`src/mcd_defines.svh`:
```
/*
  Constants of the microcode command decoder: command codes, sub-codes,
  I/O control bit positions, vectors and timing counts.
  Assumes a 50 MHz core clock and octal command numbering shown in hex.
*/
// Summary of operation
// - Command is microword bits 32-36 plus sub-code; one command per word.
// - Command zero does nothing.
// - Priority level loads status upper byte; A-operand sees it two words later.
// - General register load from data bus suppresses a same-word shift.
// - Register file write stores data bus at the A/B selected location.
// - Block mapped-jump interrupts and drop panel from interrupt test.
// - 05 sub 0-3: clear DMA, clear serial, clear host-to-CPU, raise CPU-to-host.
// - 06 sub 0-3: raise host-to-CPU, page table write, nothing, page control.
// - Command 07 loads whole I/O control register in one word.
// - I/O bits 10,9,8,5 enable interrupts; bit 13 enables host-to-CPU.
// - I/O bit 4 drives the CPU request to the I/O arbiter.
// - I/O bit 3 resets the real-time interrupt.
// - I/O bits 2,1 drive lamps; bit 0 self-test lamp and master clear.
// - Slow command stretches the microcycle to about 475 ns.
// - 11 reads, 12 writes the host interface registers by sub-code.
// - Command 13 clears the stop flip-flop.
// - Command 14 sets stop; each later fetch with the clock flip-flop clear forces microaddress 3760.
// - Every 20 ms clock flip-flop sets and forces 3762; command 15 clears it.
// - Command 16 clears all rounding flags incl. double-zero and one-out.
// - Command 17 loads loop counter from bus bits 5:0; usable two words later.
// - Command 20 sub 0 loads segment register giving address bits 16-23.
// - Command 21 sub 1 sets the shared-memory semaphore.
// - Command 22 sub 0/1 starts indirect read via normal/alternative table.
`ifndef MCD_DEFINES_SVH
`define MCD_DEFINES_SVH
`define MCD_CMD_W 5
`define MCD_SUB_W 2
`define MCD_DATA_W 16
`define MCD_UADDR_W 13
`define MCD_CMD_NONE 5'h00
`define MCD_CMD_LOAD_PRIORITY_LEVEL 5'h01
`define MCD_CMD_LOAD_GENERAL_REGISTER 5'h02
`define MCD_CMD_WRF 5'h03
`define MCD_CMD_BLKIRQ 5'h04
`define MCD_CMD_INTCTL 5'h05
`define MCD_CMD_HOSTPG 5'h06
`define MCD_CMD_LOAD_IO_CONTROL 5'h07
`define MCD_CMD_SLOW 5'h08
`define MCD_CMD_HIF_RD 5'h09
`define MCD_CMD_HIF_WR 5'h0A
`define MCD_CMD_START 5'h0B
`define MCD_CMD_STOP 5'h0C
`define MCD_CMD_CLEAR_CLOCK_TICK 5'h0D
`define MCD_CMD_CLEAR_ROUNDING_FLAGS 5'h0E
`define MCD_CMD_LOAD_LOOP_COUNTER 5'h0F
`define MCD_CMD_LOAD_MEMORY_SEGMENT 5'h10
`define MCD_CMD_SEMA 5'h11
`define MCD_CMD_INDIRECT_READ_CMD 5'h12
`define MCD_SUB_0 2'h0
`define MCD_SUB_1 2'h1
`define MCD_SUB_2 2'h2
`define MCD_SUB_3 2'h3
`define MCD_IOC_RESET 16'h0000
`define MCD_IOC_HOST_EN 13
`define MCD_IOC_PWRFAIL 10
`define MCD_IOC_MEMRANGE 9
`define MCD_IOC_PARITY 8
`define MCD_IOC_ZERO 5
`define MCD_IOC_ARB_REQ 4
`define MCD_IOC_RT_RESET 3
`define MCD_IOC_CONSOLE 2
`define MCD_IOC_RUN 1
`define MCD_IOC_SELFTEST 0
`define MCD_PIL_HI 15
`define MCD_PIL_LO 8
`define MCD_LC_W 6
`define MCD_SEG_W 8
`define MCD_STOP_VEC 13'h07F0
`define MCD_CLOCK_VEC 13'h07F2
`define MCD_CLK_NS 20
`define MCD_CLK_MHZ 50
`define MCD_SLOW_NS 475
`define MCD_SLOW_CYC ((`MCD_SLOW_NS + `MCD_CLK_NS - 1) / `MCD_CLK_NS)
`define MCD_SLOW_W 5
`define MCD_TICK_MS 20
`define MCD_TICK_CYC (`MCD_TICK_MS * 1000 * `MCD_CLK_MHZ)
`define MCD_TICK_W 20
`endif

```
`src/mcd_pkg.sv`:
```
/*
  Types of the microcode command decoder: phase enum and state structs.
  Assumes mcd_defines.svh for all widths but the 8-bit priority level and 4-bit register addresses.
*/
`include "mcd_defines.svh"
package mcd_pkg;
  typedef enum logic [0:0] {
    MCD_RUN = 1'b0,
    MCD_STRETCH = 1'b1
  } mcd_phase_t;

  typedef struct packed {
    logic [`MCD_TICK_W-1:0] count;
    logic tick;
  } mcd_timer_t;

  typedef struct packed {
    mcd_phase_t phase;
    logic [`MCD_SLOW_W-1:0] slow_cnt;
    logic [7:0] priority_level;
    logic [7:0] pil_aop;
    logic [`MCD_LC_W-1:0] loop_count;
    logic [`MCD_LC_W-1:0] lc_aop;
    logic [`MCD_DATA_W-1:0] general_register;
    logic [`MCD_DATA_W-1:0] cmd_data;
    logic [`MCD_DATA_W-1:0] io_control;
    logic [`MCD_SEG_W-1:0] segment;
    logic [3:0] rf_addr_a;
    logic [3:0] rf_addr_b;
    logic [`MCD_SUB_W-1:0] hif_sel;
    logic [`MCD_UADDR_W-1:0] force_addr;
    logic gpr_load;
    logic gpr_shift;
    logic rf_we;
    logic mapj_block;
    logic dma_int_clr;
    logic serial_int_clr;
    logic host_int;
    logic cpu_int;
    logic page_table_wr;
    logic page_ctrl_ld;
    logic hif_rd;
    logic hif_wr;
    logic stop_ff;
    logic clock_ff;
    logic force_valid;
    logic round_clr;
    logic seg_ld;
    logic sem_set;
    logic indirect_read_cmd_start;
    logic indirect_read_cmd_alt;
  } mcd_state_t;
endpackage

```
`src/mcd_decoder.sv`:
```
/*
  Microcode command decoder: turns the command field of each accepted
  microinstruction into datapath, interrupt and memory control actions.
  Assumes the sequencer presents one word per mi_valid and holds off
  while mi_stall is high; all inputs are synchronous to core_clk.
*/
`timescale 1ns/1ps
`include "mcd_defines.svh"
module mcd_decoder #(
  parameter int unsigned TICK_CYCLES = `MCD_TICK_CYC
) (
  // Clock and reset
  input wire logic core_clk,
  input wire logic rst,
  // Microinstruction from the sequencer
  input wire logic mi_valid,
  input wire logic [`MCD_CMD_W-1:0] mi_cmd,
  input wire logic [`MCD_SUB_W-1:0] mi_sub,
  input wire logic [3:0] a_field,
  input wire logic [3:0] b_field,
  input wire logic shift_req,
  input wire logic fetch_done,
  output logic mi_stall,
  // Internal data bus
  input wire logic [`MCD_DATA_W-1:0] internal_data_bus,
  // Datapath
  output logic [7:0] priority_level,
  output logic [7:0] priority_level_aop,
  output logic [`MCD_DATA_W-1:0] general_register,
  output logic gpr_load,
  output logic gpr_shift,
  output logic rf_we,
  output logic [3:0] rf_addr_a,
  output logic [3:0] rf_addr_b,
  output logic [`MCD_DATA_W-1:0] cmd_data,
  output logic [`MCD_LC_W-1:0] loop_counter,
  output logic [`MCD_LC_W-1:0] loop_counter_aop,
  output logic round_clr,
  // Interrupt logic
  output logic mapj_block,
  output logic panel_irq_mask,
  output logic dma_int_clr,
  output logic serial_int_clr,
  input wire logic host_int_set,
  input wire logic host_int_ack,
  output logic host_to_cpu_irq,
  output logic cpu_to_host_irq,
  output logic stop_ff,
  output logic clock_ff,
  output logic force_valid,
  output logic [`MCD_UADDR_W-1:0] force_addr,
  // I/O control outputs
  output logic [`MCD_DATA_W-1:0] io_control,
  output logic arbiter_request,
  output logic realtime_int_reset,
  output logic master_clear_enable,
  output logic [3:0] int_enables,
  output logic [2:0] lamps,
  // Host interface registers
  output logic hif_rd,
  output logic hif_wr,
  output logic [`MCD_SUB_W-1:0] hif_sel,
  // Memory access controller
  output logic page_table_wr,
  output logic page_ctrl_ld,
  output logic seg_ld,
  output logic [`MCD_SEG_W-1:0] memory_segment,
  output logic set_semaphore_flag,
  output logic indirect_read_cmd_start,
  output logic indirect_read_cmd_alt
);
  mcd_pkg::mcd_state_t s;
  mcd_pkg::mcd_state_t next_s;
  logic tick;
  logic accept;

  mcd_tick_timer #(
    .TICK_CYCLES(TICK_CYCLES)
  ) u_tick (
    .core_clk(core_clk),
    .rst(rst),
    .tick(tick)
  );

  // Words arriving during a stretched cycle are refused
  assign accept = mi_valid && (s.phase == mcd_pkg::MCD_RUN);

  always_comb
  begin
    next_s = s;
    // Strobes last one cycle
    next_s.gpr_load = 1'b0;
    next_s.gpr_shift = 1'b0;
    next_s.rf_we = 1'b0;
    next_s.mapj_block = 1'b0;
    next_s.dma_int_clr = 1'b0;
    next_s.serial_int_clr = 1'b0;
    next_s.page_table_wr = 1'b0;
    next_s.page_ctrl_ld = 1'b0;
    next_s.hif_rd = 1'b0;
    next_s.hif_wr = 1'b0;
    next_s.force_valid = 1'b0;
    next_s.round_clr = 1'b0;
    next_s.seg_ld = 1'b0;
    next_s.sem_set = 1'b0;
    next_s.indirect_read_cmd_start = 1'b0;
    // Stretch countdown
    if (s.phase == mcd_pkg::MCD_STRETCH)
    begin
      if (s.slow_cnt == '0)
        next_s.phase = mcd_pkg::MCD_RUN;
      else
        next_s.slow_cnt = s.slow_cnt - `MCD_SLOW_W'(1);
    end
    // Host-side ack clears cpu_int, set raises host_int; commands below may set cpu_int again and win
    if (host_int_ack)
      next_s.cpu_int = 1'b0;
    if (host_int_set)
      next_s.host_int = 1'b1;
    if (accept)
    begin
      // A-operand copies lag one word behind the registers
      next_s.pil_aop = s.priority_level;
      next_s.lc_aop = s.loop_count;
      next_s.gpr_shift = shift_req && (mi_cmd != `MCD_CMD_LOAD_GENERAL_REGISTER);
      next_s.cmd_data = internal_data_bus;
      case (mi_cmd)
        `MCD_CMD_NONE: ;
        `MCD_CMD_LOAD_PRIORITY_LEVEL:
          next_s.priority_level =
            internal_data_bus[`MCD_PIL_HI:`MCD_PIL_LO];
        `MCD_CMD_LOAD_GENERAL_REGISTER:
        begin
          next_s.general_register = internal_data_bus;
          next_s.gpr_load = 1'b1;
        end
        `MCD_CMD_WRF:
        begin
          next_s.rf_we = 1'b1;
          next_s.rf_addr_a = a_field;
          next_s.rf_addr_b = b_field;
        end
        `MCD_CMD_BLKIRQ: next_s.mapj_block = 1'b1;
        `MCD_CMD_INTCTL:
          case (mi_sub)
            `MCD_SUB_0: next_s.dma_int_clr = 1'b1;
            `MCD_SUB_1: next_s.serial_int_clr = 1'b1;
            `MCD_SUB_2: next_s.host_int = host_int_set;
            default: next_s.cpu_int = 1'b1;
          endcase
        `MCD_CMD_HOSTPG:
          case (mi_sub)
            `MCD_SUB_0: next_s.host_int = 1'b1;
            `MCD_SUB_1: next_s.page_table_wr = 1'b1;
            `MCD_SUB_3: next_s.page_ctrl_ld = 1'b1;
            default: ;
          endcase
        `MCD_CMD_LOAD_IO_CONTROL: next_s.io_control = internal_data_bus;
        `MCD_CMD_SLOW:
        begin
          // Whole cycle is SLOW_CYC clocks: this one plus the stall
          next_s.phase = mcd_pkg::MCD_STRETCH;
          next_s.slow_cnt = `MCD_SLOW_W'(`MCD_SLOW_CYC - 2);
        end
        `MCD_CMD_HIF_RD:
        begin
          next_s.hif_rd = 1'b1;
          next_s.hif_sel = mi_sub;
        end
        `MCD_CMD_HIF_WR:
        begin
          next_s.hif_wr = 1'b1;
          next_s.hif_sel = mi_sub;
        end
        `MCD_CMD_START: next_s.stop_ff = 1'b0;
        `MCD_CMD_STOP: next_s.stop_ff = 1'b1;
        `MCD_CMD_CLEAR_CLOCK_TICK: next_s.clock_ff = 1'b0;
        `MCD_CMD_CLEAR_ROUNDING_FLAGS: next_s.round_clr = 1'b1;
        `MCD_CMD_LOAD_LOOP_COUNTER:
          next_s.loop_count = internal_data_bus[`MCD_LC_W-1:0];
        `MCD_CMD_LOAD_MEMORY_SEGMENT:
          if (mi_sub == `MCD_SUB_0)
          begin
            next_s.segment = internal_data_bus[`MCD_SEG_W-1:0];
            next_s.seg_ld = 1'b1;
          end
        `MCD_CMD_SEMA:
          if (mi_sub == `MCD_SUB_1)
            next_s.sem_set = 1'b1;
        `MCD_CMD_INDIRECT_READ_CMD:
          if ((mi_sub == `MCD_SUB_0) || (mi_sub == `MCD_SUB_1))
          begin
            next_s.indirect_read_cmd_start = 1'b1;
            next_s.indirect_read_cmd_alt = mi_sub[0];
          end
        default: ;
      endcase
    end
    // Timer tick beats a same-cycle clear
    if (tick)
      next_s.clock_ff = 1'b1;
    // Clock routine outranks the stop routine at a fetch
    if (fetch_done && s.clock_ff)
    begin
      next_s.force_valid = 1'b1;
      next_s.force_addr = `MCD_CLOCK_VEC;
    end
    else if (fetch_done && s.stop_ff)
    begin
      next_s.force_valid = 1'b1;
      next_s.force_addr = `MCD_STOP_VEC;
    end
  end

  always_ff @(posedge core_clk)
  begin
    if (rst)
    begin
      s <= '0;
      s.io_control <= `MCD_IOC_RESET;
    end
    else
      s <= next_s;
  end

  assign mi_stall = (s.phase == mcd_pkg::MCD_STRETCH);
  assign priority_level = s.priority_level;
  assign priority_level_aop = s.pil_aop;
  assign general_register = s.general_register;
  assign gpr_load = s.gpr_load;
  assign gpr_shift = s.gpr_shift;
  assign rf_we = s.rf_we;
  assign rf_addr_a = s.rf_addr_a;
  assign rf_addr_b = s.rf_addr_b;
  assign cmd_data = s.cmd_data;
  assign loop_counter = s.loop_count;
  assign loop_counter_aop = s.lc_aop;
  assign round_clr = s.round_clr;
  assign mapj_block = s.mapj_block;
  // Panel interrupts leave the test condition together with the block
  assign panel_irq_mask = s.mapj_block;
  assign dma_int_clr = s.dma_int_clr;
  assign serial_int_clr = s.serial_int_clr;
  assign host_to_cpu_irq =
    s.host_int && s.io_control[`MCD_IOC_HOST_EN];
  assign cpu_to_host_irq = s.cpu_int;
  assign stop_ff = s.stop_ff;
  assign clock_ff = s.clock_ff;
  assign force_valid = s.force_valid;
  assign force_addr = s.force_addr;
  assign io_control = s.io_control;
  assign int_enables = {s.io_control[`MCD_IOC_PWRFAIL],
    s.io_control[`MCD_IOC_MEMRANGE], s.io_control[`MCD_IOC_PARITY],
    s.io_control[`MCD_IOC_ZERO]};
  assign arbiter_request = s.io_control[`MCD_IOC_ARB_REQ];
  assign realtime_int_reset = s.io_control[`MCD_IOC_RT_RESET];
  assign lamps = {s.io_control[`MCD_IOC_CONSOLE],
    s.io_control[`MCD_IOC_RUN], s.io_control[`MCD_IOC_SELFTEST]};
  assign master_clear_enable = s.io_control[`MCD_IOC_SELFTEST];
  assign hif_rd = s.hif_rd;
  assign hif_wr = s.hif_wr;
  assign hif_sel = s.hif_sel;
  assign page_table_wr = s.page_table_wr;
  assign page_ctrl_ld = s.page_ctrl_ld;
  assign seg_ld = s.seg_ld;
  assign memory_segment = s.segment;
  assign set_semaphore_flag = s.sem_set;
  assign indirect_read_cmd_start = s.indirect_read_cmd_start;
  assign indirect_read_cmd_alt = s.indirect_read_cmd_alt;
endmodule // mcd_decoder

```
`src/mcd_tick_timer.sv`:
```
/*
  Real-time tick divider: one-cycle tick every TICK_CYCLES core clocks.
  Assumes a free-running core clock and synchronous reset.
*/
`timescale 1ns/1ps
`include "mcd_defines.svh"
module mcd_tick_timer #(
  parameter int unsigned TICK_CYCLES = `MCD_TICK_CYC
) (
  // Clock and reset
  input wire logic core_clk,
  input wire logic rst,
  // Tick out
  output logic tick
);
  mcd_pkg::mcd_timer_t s;
  mcd_pkg::mcd_timer_t next_s;

  always_comb
  begin
    next_s = s;
    next_s.tick = 1'b0;
    if (s.count == `MCD_TICK_W'(TICK_CYCLES - 1))
    begin
      next_s.count = '0;
      next_s.tick = 1'b1;
    end
    else
    begin
      next_s.count = s.count + `MCD_TICK_W'(1);
    end
  end

  always_ff @(posedge core_clk)
  begin
    if (rst)
      s <= '0;
    else
      s <= next_s;
  end

  assign tick = s.tick;
endmodule // mcd_tick_timer

```
`config.mk`:
```
export PLATFORM = sky130hd
export DESIGN_NAME = mcd_decoder
export DESIGN_NICKNAME = d
export VERILOG_FILES = /design/src/mcd_pkg.sv /design/src/mcd_decoder.sv /design/src/mcd_tick_timer.sv
export VERILOG_INCLUDE_DIRS = /design/src /design/src/src
export SDC_FILE = /design/constraint.sdc
export NUM_CORES = 1
export LEC_CHECK = 0
export CAP_MARGIN = 20
export CORE_MARGIN = 3
export CORE_UTILIZATION = 45
export DETAILED_ROUTE_END_ITERATION = 8
export DONT_BUFFER_PORTS = 1
export GPL_TIMING_DRIVEN = 0
export SYNTH_ARGS = -nofsm -noshare
export SYNTH_HDL_FRONTEND = slang
export SYNTH_SLANG_ARGS = --single-unit
```
`constraint.sdc`:
```
create_clock -name core_clk -period 3.2 [get_ports core_clk]
set_input_delay 0.32 -clock core_clk [delete_from_list [all_inputs] [get_ports core_clk]]
set_output_delay 0.32 -clock core_clk [all_outputs]
set_load 0.05 [all_outputs]
```
# [Yosys cells after proc, flatten, opt, wreduce, memory -nomap -nowiden]
# Cells that the tools add are included.
[classes] n_reduce_logical=31 n_bitwise=7 addsub=2 n_mux=40 n_eq_ne=23
[ops] op="$mux 100" n=1
[ops] op="$eq 5x4->1 const B" n=8
[ops] op="$mux 8" n=5
[ops] op="$mux 16" n=2
[ops] op="$mux 11" n=2
[ops] op="$mux 1" n=21
[ops] op="$add 20x1->20 const B" n=1
[ops] op="$eq 20x20->1 const B" n=1
[ops] op="$eq 5x3->1 const B" n=4
[ops] op="$mux 6" n=3
[ops] op="$reduce_or 3->1" n=6
[ops] op="$reduce_and 2->1" n=8
[ops] op="$eq 5x5->1 const B" n=3
[ops] op="$eq 5x2->1 const B" n=2
[ops] op="$reduce_bool 2->1" n=4
[ops] op="$not 1->1" n=7
[ops] op="$mux 2" n=3
[ops] op="$reduce_and 3->1" n=2
[ops] op="$reduce_or 2->1" n=3
[ops] op="$eq 5x1->1 const B" n=1
[ops] op="$logic_and 1x1->1" n=5
[ops] op="$logic_not 5->1" n=1
[ops] op="$mux 5" n=1
[ops] op="$ne 5x2->1 const B" n=1
[ops] op="6 further kinds" n=8
[totals] wordCells=139 register_bits=149

# [Depth between registers and ports, before layout]
[depth] word_depth=6 mapped_depth=7

# [Cells and area by module]
# Synthesis repeated with hierarchy kept, for this count alone.
[unflattened] hier_cells=723 area_unflattened_um2=6406.1
[by_module_without_submodules] mod="mcd_decoder" area_each_um2=5471.5 n_inst=1 seq_area_each_um2=2442.3 cells_each=619
[by_module_without_submodules] mod="mcd_tick_timer" area_each_um2=934.6 n_inst=1 seq_area_each_um2=420.4 cells_each=104

# [Worst setup path after synthesis]
# OpenSTA, ideal clock, no wires.
[synth_path] path_kind="reg-to-reg" from="register s, in the netlist mi_stall" to="register s, in the netlist rf_addr_a[0]" slack_ns=1.231 required_time_ns=3.072 t_arrival_ns=1.842 n_path_buf=3 path_stages_with_launch=8 path_cell_list="dfxtp_1 > buf_6 > or3b_4 > buf_6 > nor4_2 > buf_4 > mux2i_1 > nor2_1"
[synth_between] elab_chain_len=3
[synth_lines] element="from (decl)" line="mcd_decoder.sv:72" text="mcd_pkg::mcd_state_t s;"
[synth_lines] element="from (signal assigned)" line="mcd_decoder.sv:223" text="s <= next_s;"
[synth_lines] element="$not 1->1" line="mcd_decoder.sv:86" text="assign accept = mi_valid && (s.phase == mcd_pkg::MCD_RUN);"
[synth_lines] element="$logic_and 1x1->1" line="mcd_decoder.sv:86"
[synth_lines] element="$reduce_and 2->1 (no line)"
# Every way passes these cells.
# A chain may end at the register's enable or synchronous reset.

# [Worst setup path after layout]
[layout_path] from="register s, in the netlist mi_stall" to="register s, in the netlist dma_int_clr"
[layout_between] elab_chain_len=4
[layout_lines] element="$not 1->1" line="mcd_decoder.sv:86"
[layout_lines] element="$logic_and 1x1->1" line="mcd_decoder.sv:86"
[layout_lines] element="$not 1->1 (no line)"
[layout_lines] element="$reduce_or 3->1 (no line)"
# Every way passes these cells.

==> results.cfg <==
[outcome]
run_status = finished clean

[worst_setup_path]
path_class = reg -> reg
cp-start-kind = register
critical_path.max_fanout = 10
worstPathRequired_ns = 3.56
cp.arrival_ns = 2.66
critPathMaxStageDelay_ns = 0.56
cp_num_buf_inv = 2
rrSetupSlack_ns = 0.90
slowest_stage = dlygate4sd3_1
path_cells = buf_6 -> nor4b_1 -> nand3_1 -> nor3_1 -> dlygate4sd3_1
end_kind = register
crit_family = simple AND/OR/NAND/NOR gates

[synth]
syn_inst = 705
avgSynthCellArea_um2 = 8.81
synth_warnings = 0
ys_types = 48
muxShareOfSynthArea = 0.0806
synth_compound_gate_area_share = 0.0671
synth_simple_gate_area_frac = 0.193
netlist_area_mm2 = 0.00621
synth_adder_area_share = 0.00403
synth_edf_count = 0
synth_top_family_by_area = simple AND/OR/NAND/NOR gates
synth_xor_area_frac = 0.0240
synthArstFlopShare = 0
ys_seq_elements = 143
synth_flop_cell = dfxtp_1
yosysSeqAreaShare = 0.461

[die]
io_pins = 177
coreArea_mm2 = 0.0133
core.rowCount = 42
start_util = 0.465
dieWidth_um = 123
die_area_mm2 = 0.0152
die_h_um = 123

[route]
viasPerCell = 5.04
dr.pass1.iters = 4
wl_per_cell_um = 16.7
antenna_left = 0
vias = 4628
drc = 0
wl_um = 15400
drt_iter0_drc = 226

[timing]
relSlewSlack = 0.526
hold_violations = 0
slew_viol_final = 0
tightest_slew_ns = 0.702
rsz0062_at_grt = false
min_period_ns = 2.30
tns_ns = 0
fin_crit_sh = 0.720
finClkSkew_ns = 0.00794
setup-violations-final = 0
max_freq_mhz = 434

[flow_run]
drv_cap = 0

[min_path]
hold_class = in -> reg

[clock_tree]
cts_max_path_buffers = 2
cts_max_level = 4
cts_tree = yes
clock-root-buffer = clkbuf_16
clkTransAtPathRegs_ns = 0.06
clkLatencyLatePin_ns = 0.42
clkSinkCount = 143
post-cts-setup-buffer-count = 0
cts_buffers = 17

[layout]
nNetsFinal = 770
antenna_cells = 0
drive_above_1_share = 0.223
areaGrowthSynthToFinish_pct = 14.6
final_area_mm2 = 0.00712

[power]
power.total_uw = 4230
p_leak_uw = 0.00297
vdd_ir_drop_max_mv = 0.318
power_density_mw_per_mm2 = 594

[global_route]
grt_pass1_vias = 4499
grt_antenna_before_repair = 0
grt_max_degree = 17
globalRouteTotalUtil = 0.207
grt_pass1_wl_um = 24000
overflow = 0

[placement]
dpl.hpwl_um = 11200
routabilityCongestion = 0.809
io_buffer_count = 0
place_area_mm2 = 0.00644
-- layout make-up --
type                    instances  area (um^2)
clock inverters                14          213
clock buffers                  18          439
repair buffers                  2         20.0
well taps                     176          220
multi-input cells             411         2310
plain buffers                 147         1020
flip-flops and latches        143         2860
inverters                       8         30.0
fillers                      1260         6230
-- cells in the mapped netlist (3+ instances only) --
library cell,n,share of area
nor2b_1,3,0.0030
buf_4,118,0.14
or3_1,3,0.0030
dfxtp_1,143,0.46
inv_1,8,0.0048
mux2i_1,50,0.081
nand2_1,107,0.065
nor2_1,83,0.050
nand4_1,7,0.0071
buf_2,5,0.0040
nor3_1,10,0.0081
a21oi_1,56,0.045
xor2_1,6,0.0085
o21ai_0,5,0.0040
nand2b_1,8,0.0081
nand3_1,11,0.0089
nor4b_1,3,0.0042
xnor2_1,11,0.016
and3_1,3,0.0030
buf_6,3,0.0054
nor4_1,9,0.0091
clkbuf_1,20,0.012
-- registers in the layout, summed over array words and instances (netlist names), 2 cells and up --
signal and flops:
force_addr 2, memory_segment 8, rf_addr_a 4, priority_level 8, priority_level_aop 8, rf_addr_b 4
loop_counter_aop 6, hif_sel 2, u_tick.s 20, cmd_data 16, loop_counter 6, general_register 16
io_control 16, s 6
-- routing by layer --
| layer | wire length, um | part of all wire | GRT usage | up-vias |
|---|---|---|---|---|
| li1 | - | - | - | 2267 |
| met1 | 6500 | 0.42 | 0.252 | 2169 |
| met2 | 7340 | 0.48 | 0.338 | 161 |
| met3 | 1200 | 0.078 | 0.0695 | 31 |
| met4 | 334 | 0.022 | 0.0830 | 0 |
| met5 | 0 | 0 | 0 | - |
-- final timing paths --
kind	start	endpoint	cells after the start
min	internal_data_bus[2]	general_register[2]	2
max reg2reg	mi_stall	dma_int_clr	5
max	mi_stall	dma_int_clr	5
min reg2reg	u_tick.tick	clock_ff	2
-- layout by cell type (no fill, tap or decap), types with 4 or more instances in the layout --
cell       instances
nand2_1          107
a21oi_1           56
nand3_1           11
clkbuf_1          20
bufinv_16          5
buf_2              5
buf_4            118
clkbuf_16         17
dfxtp_1          143
nand2b_1           8
nor2_1            83
xnor2_1           11
nor3_1            10
inv_1              8
xor2_1             6
nand4_1            7
mux2i_1           50
o21ai_0            5
clkinv_2           4
nor4_1             9
conb_1             5
-- kinds of logic after synthesis --
kind of cell | after synthesis
DFF | 143
other | 1
xor gates and xnor gates | 17
adders and majority gates | 2
buffers and inverters | 155
and+or+nand+nor | 263
muxes | 50
AOI/OAI and AO/OA | 74
-- timing repair --
action                                 CTS  global route
hold buffers                             2             0
endpoints found under the hold margin    1             0
resized for setup                        0             0
-- per-stage QoR --
step           worst slack, ns   util  std cells  hold WS, ns
2_1_floorplan             1.23      -        709        0.397
3_3_place_gp              1.03  0.483        885        0.411
3_5_place_dp             0.988  0.483        885        0.407
4_1_cts                  0.876  0.533        919       0.0127
5_1_grt                  0.713  0.533        919       0.0148
6_report                 0.896  0.533        919       0.0336
-- power breakdown --
part | internal [uW] | switching (uW)
sequential | 1800 | 23.3
clock | 1400 | 752
combinational | 67.1 | 178
No activity file was read; power rests on OpenSTA's default activity.
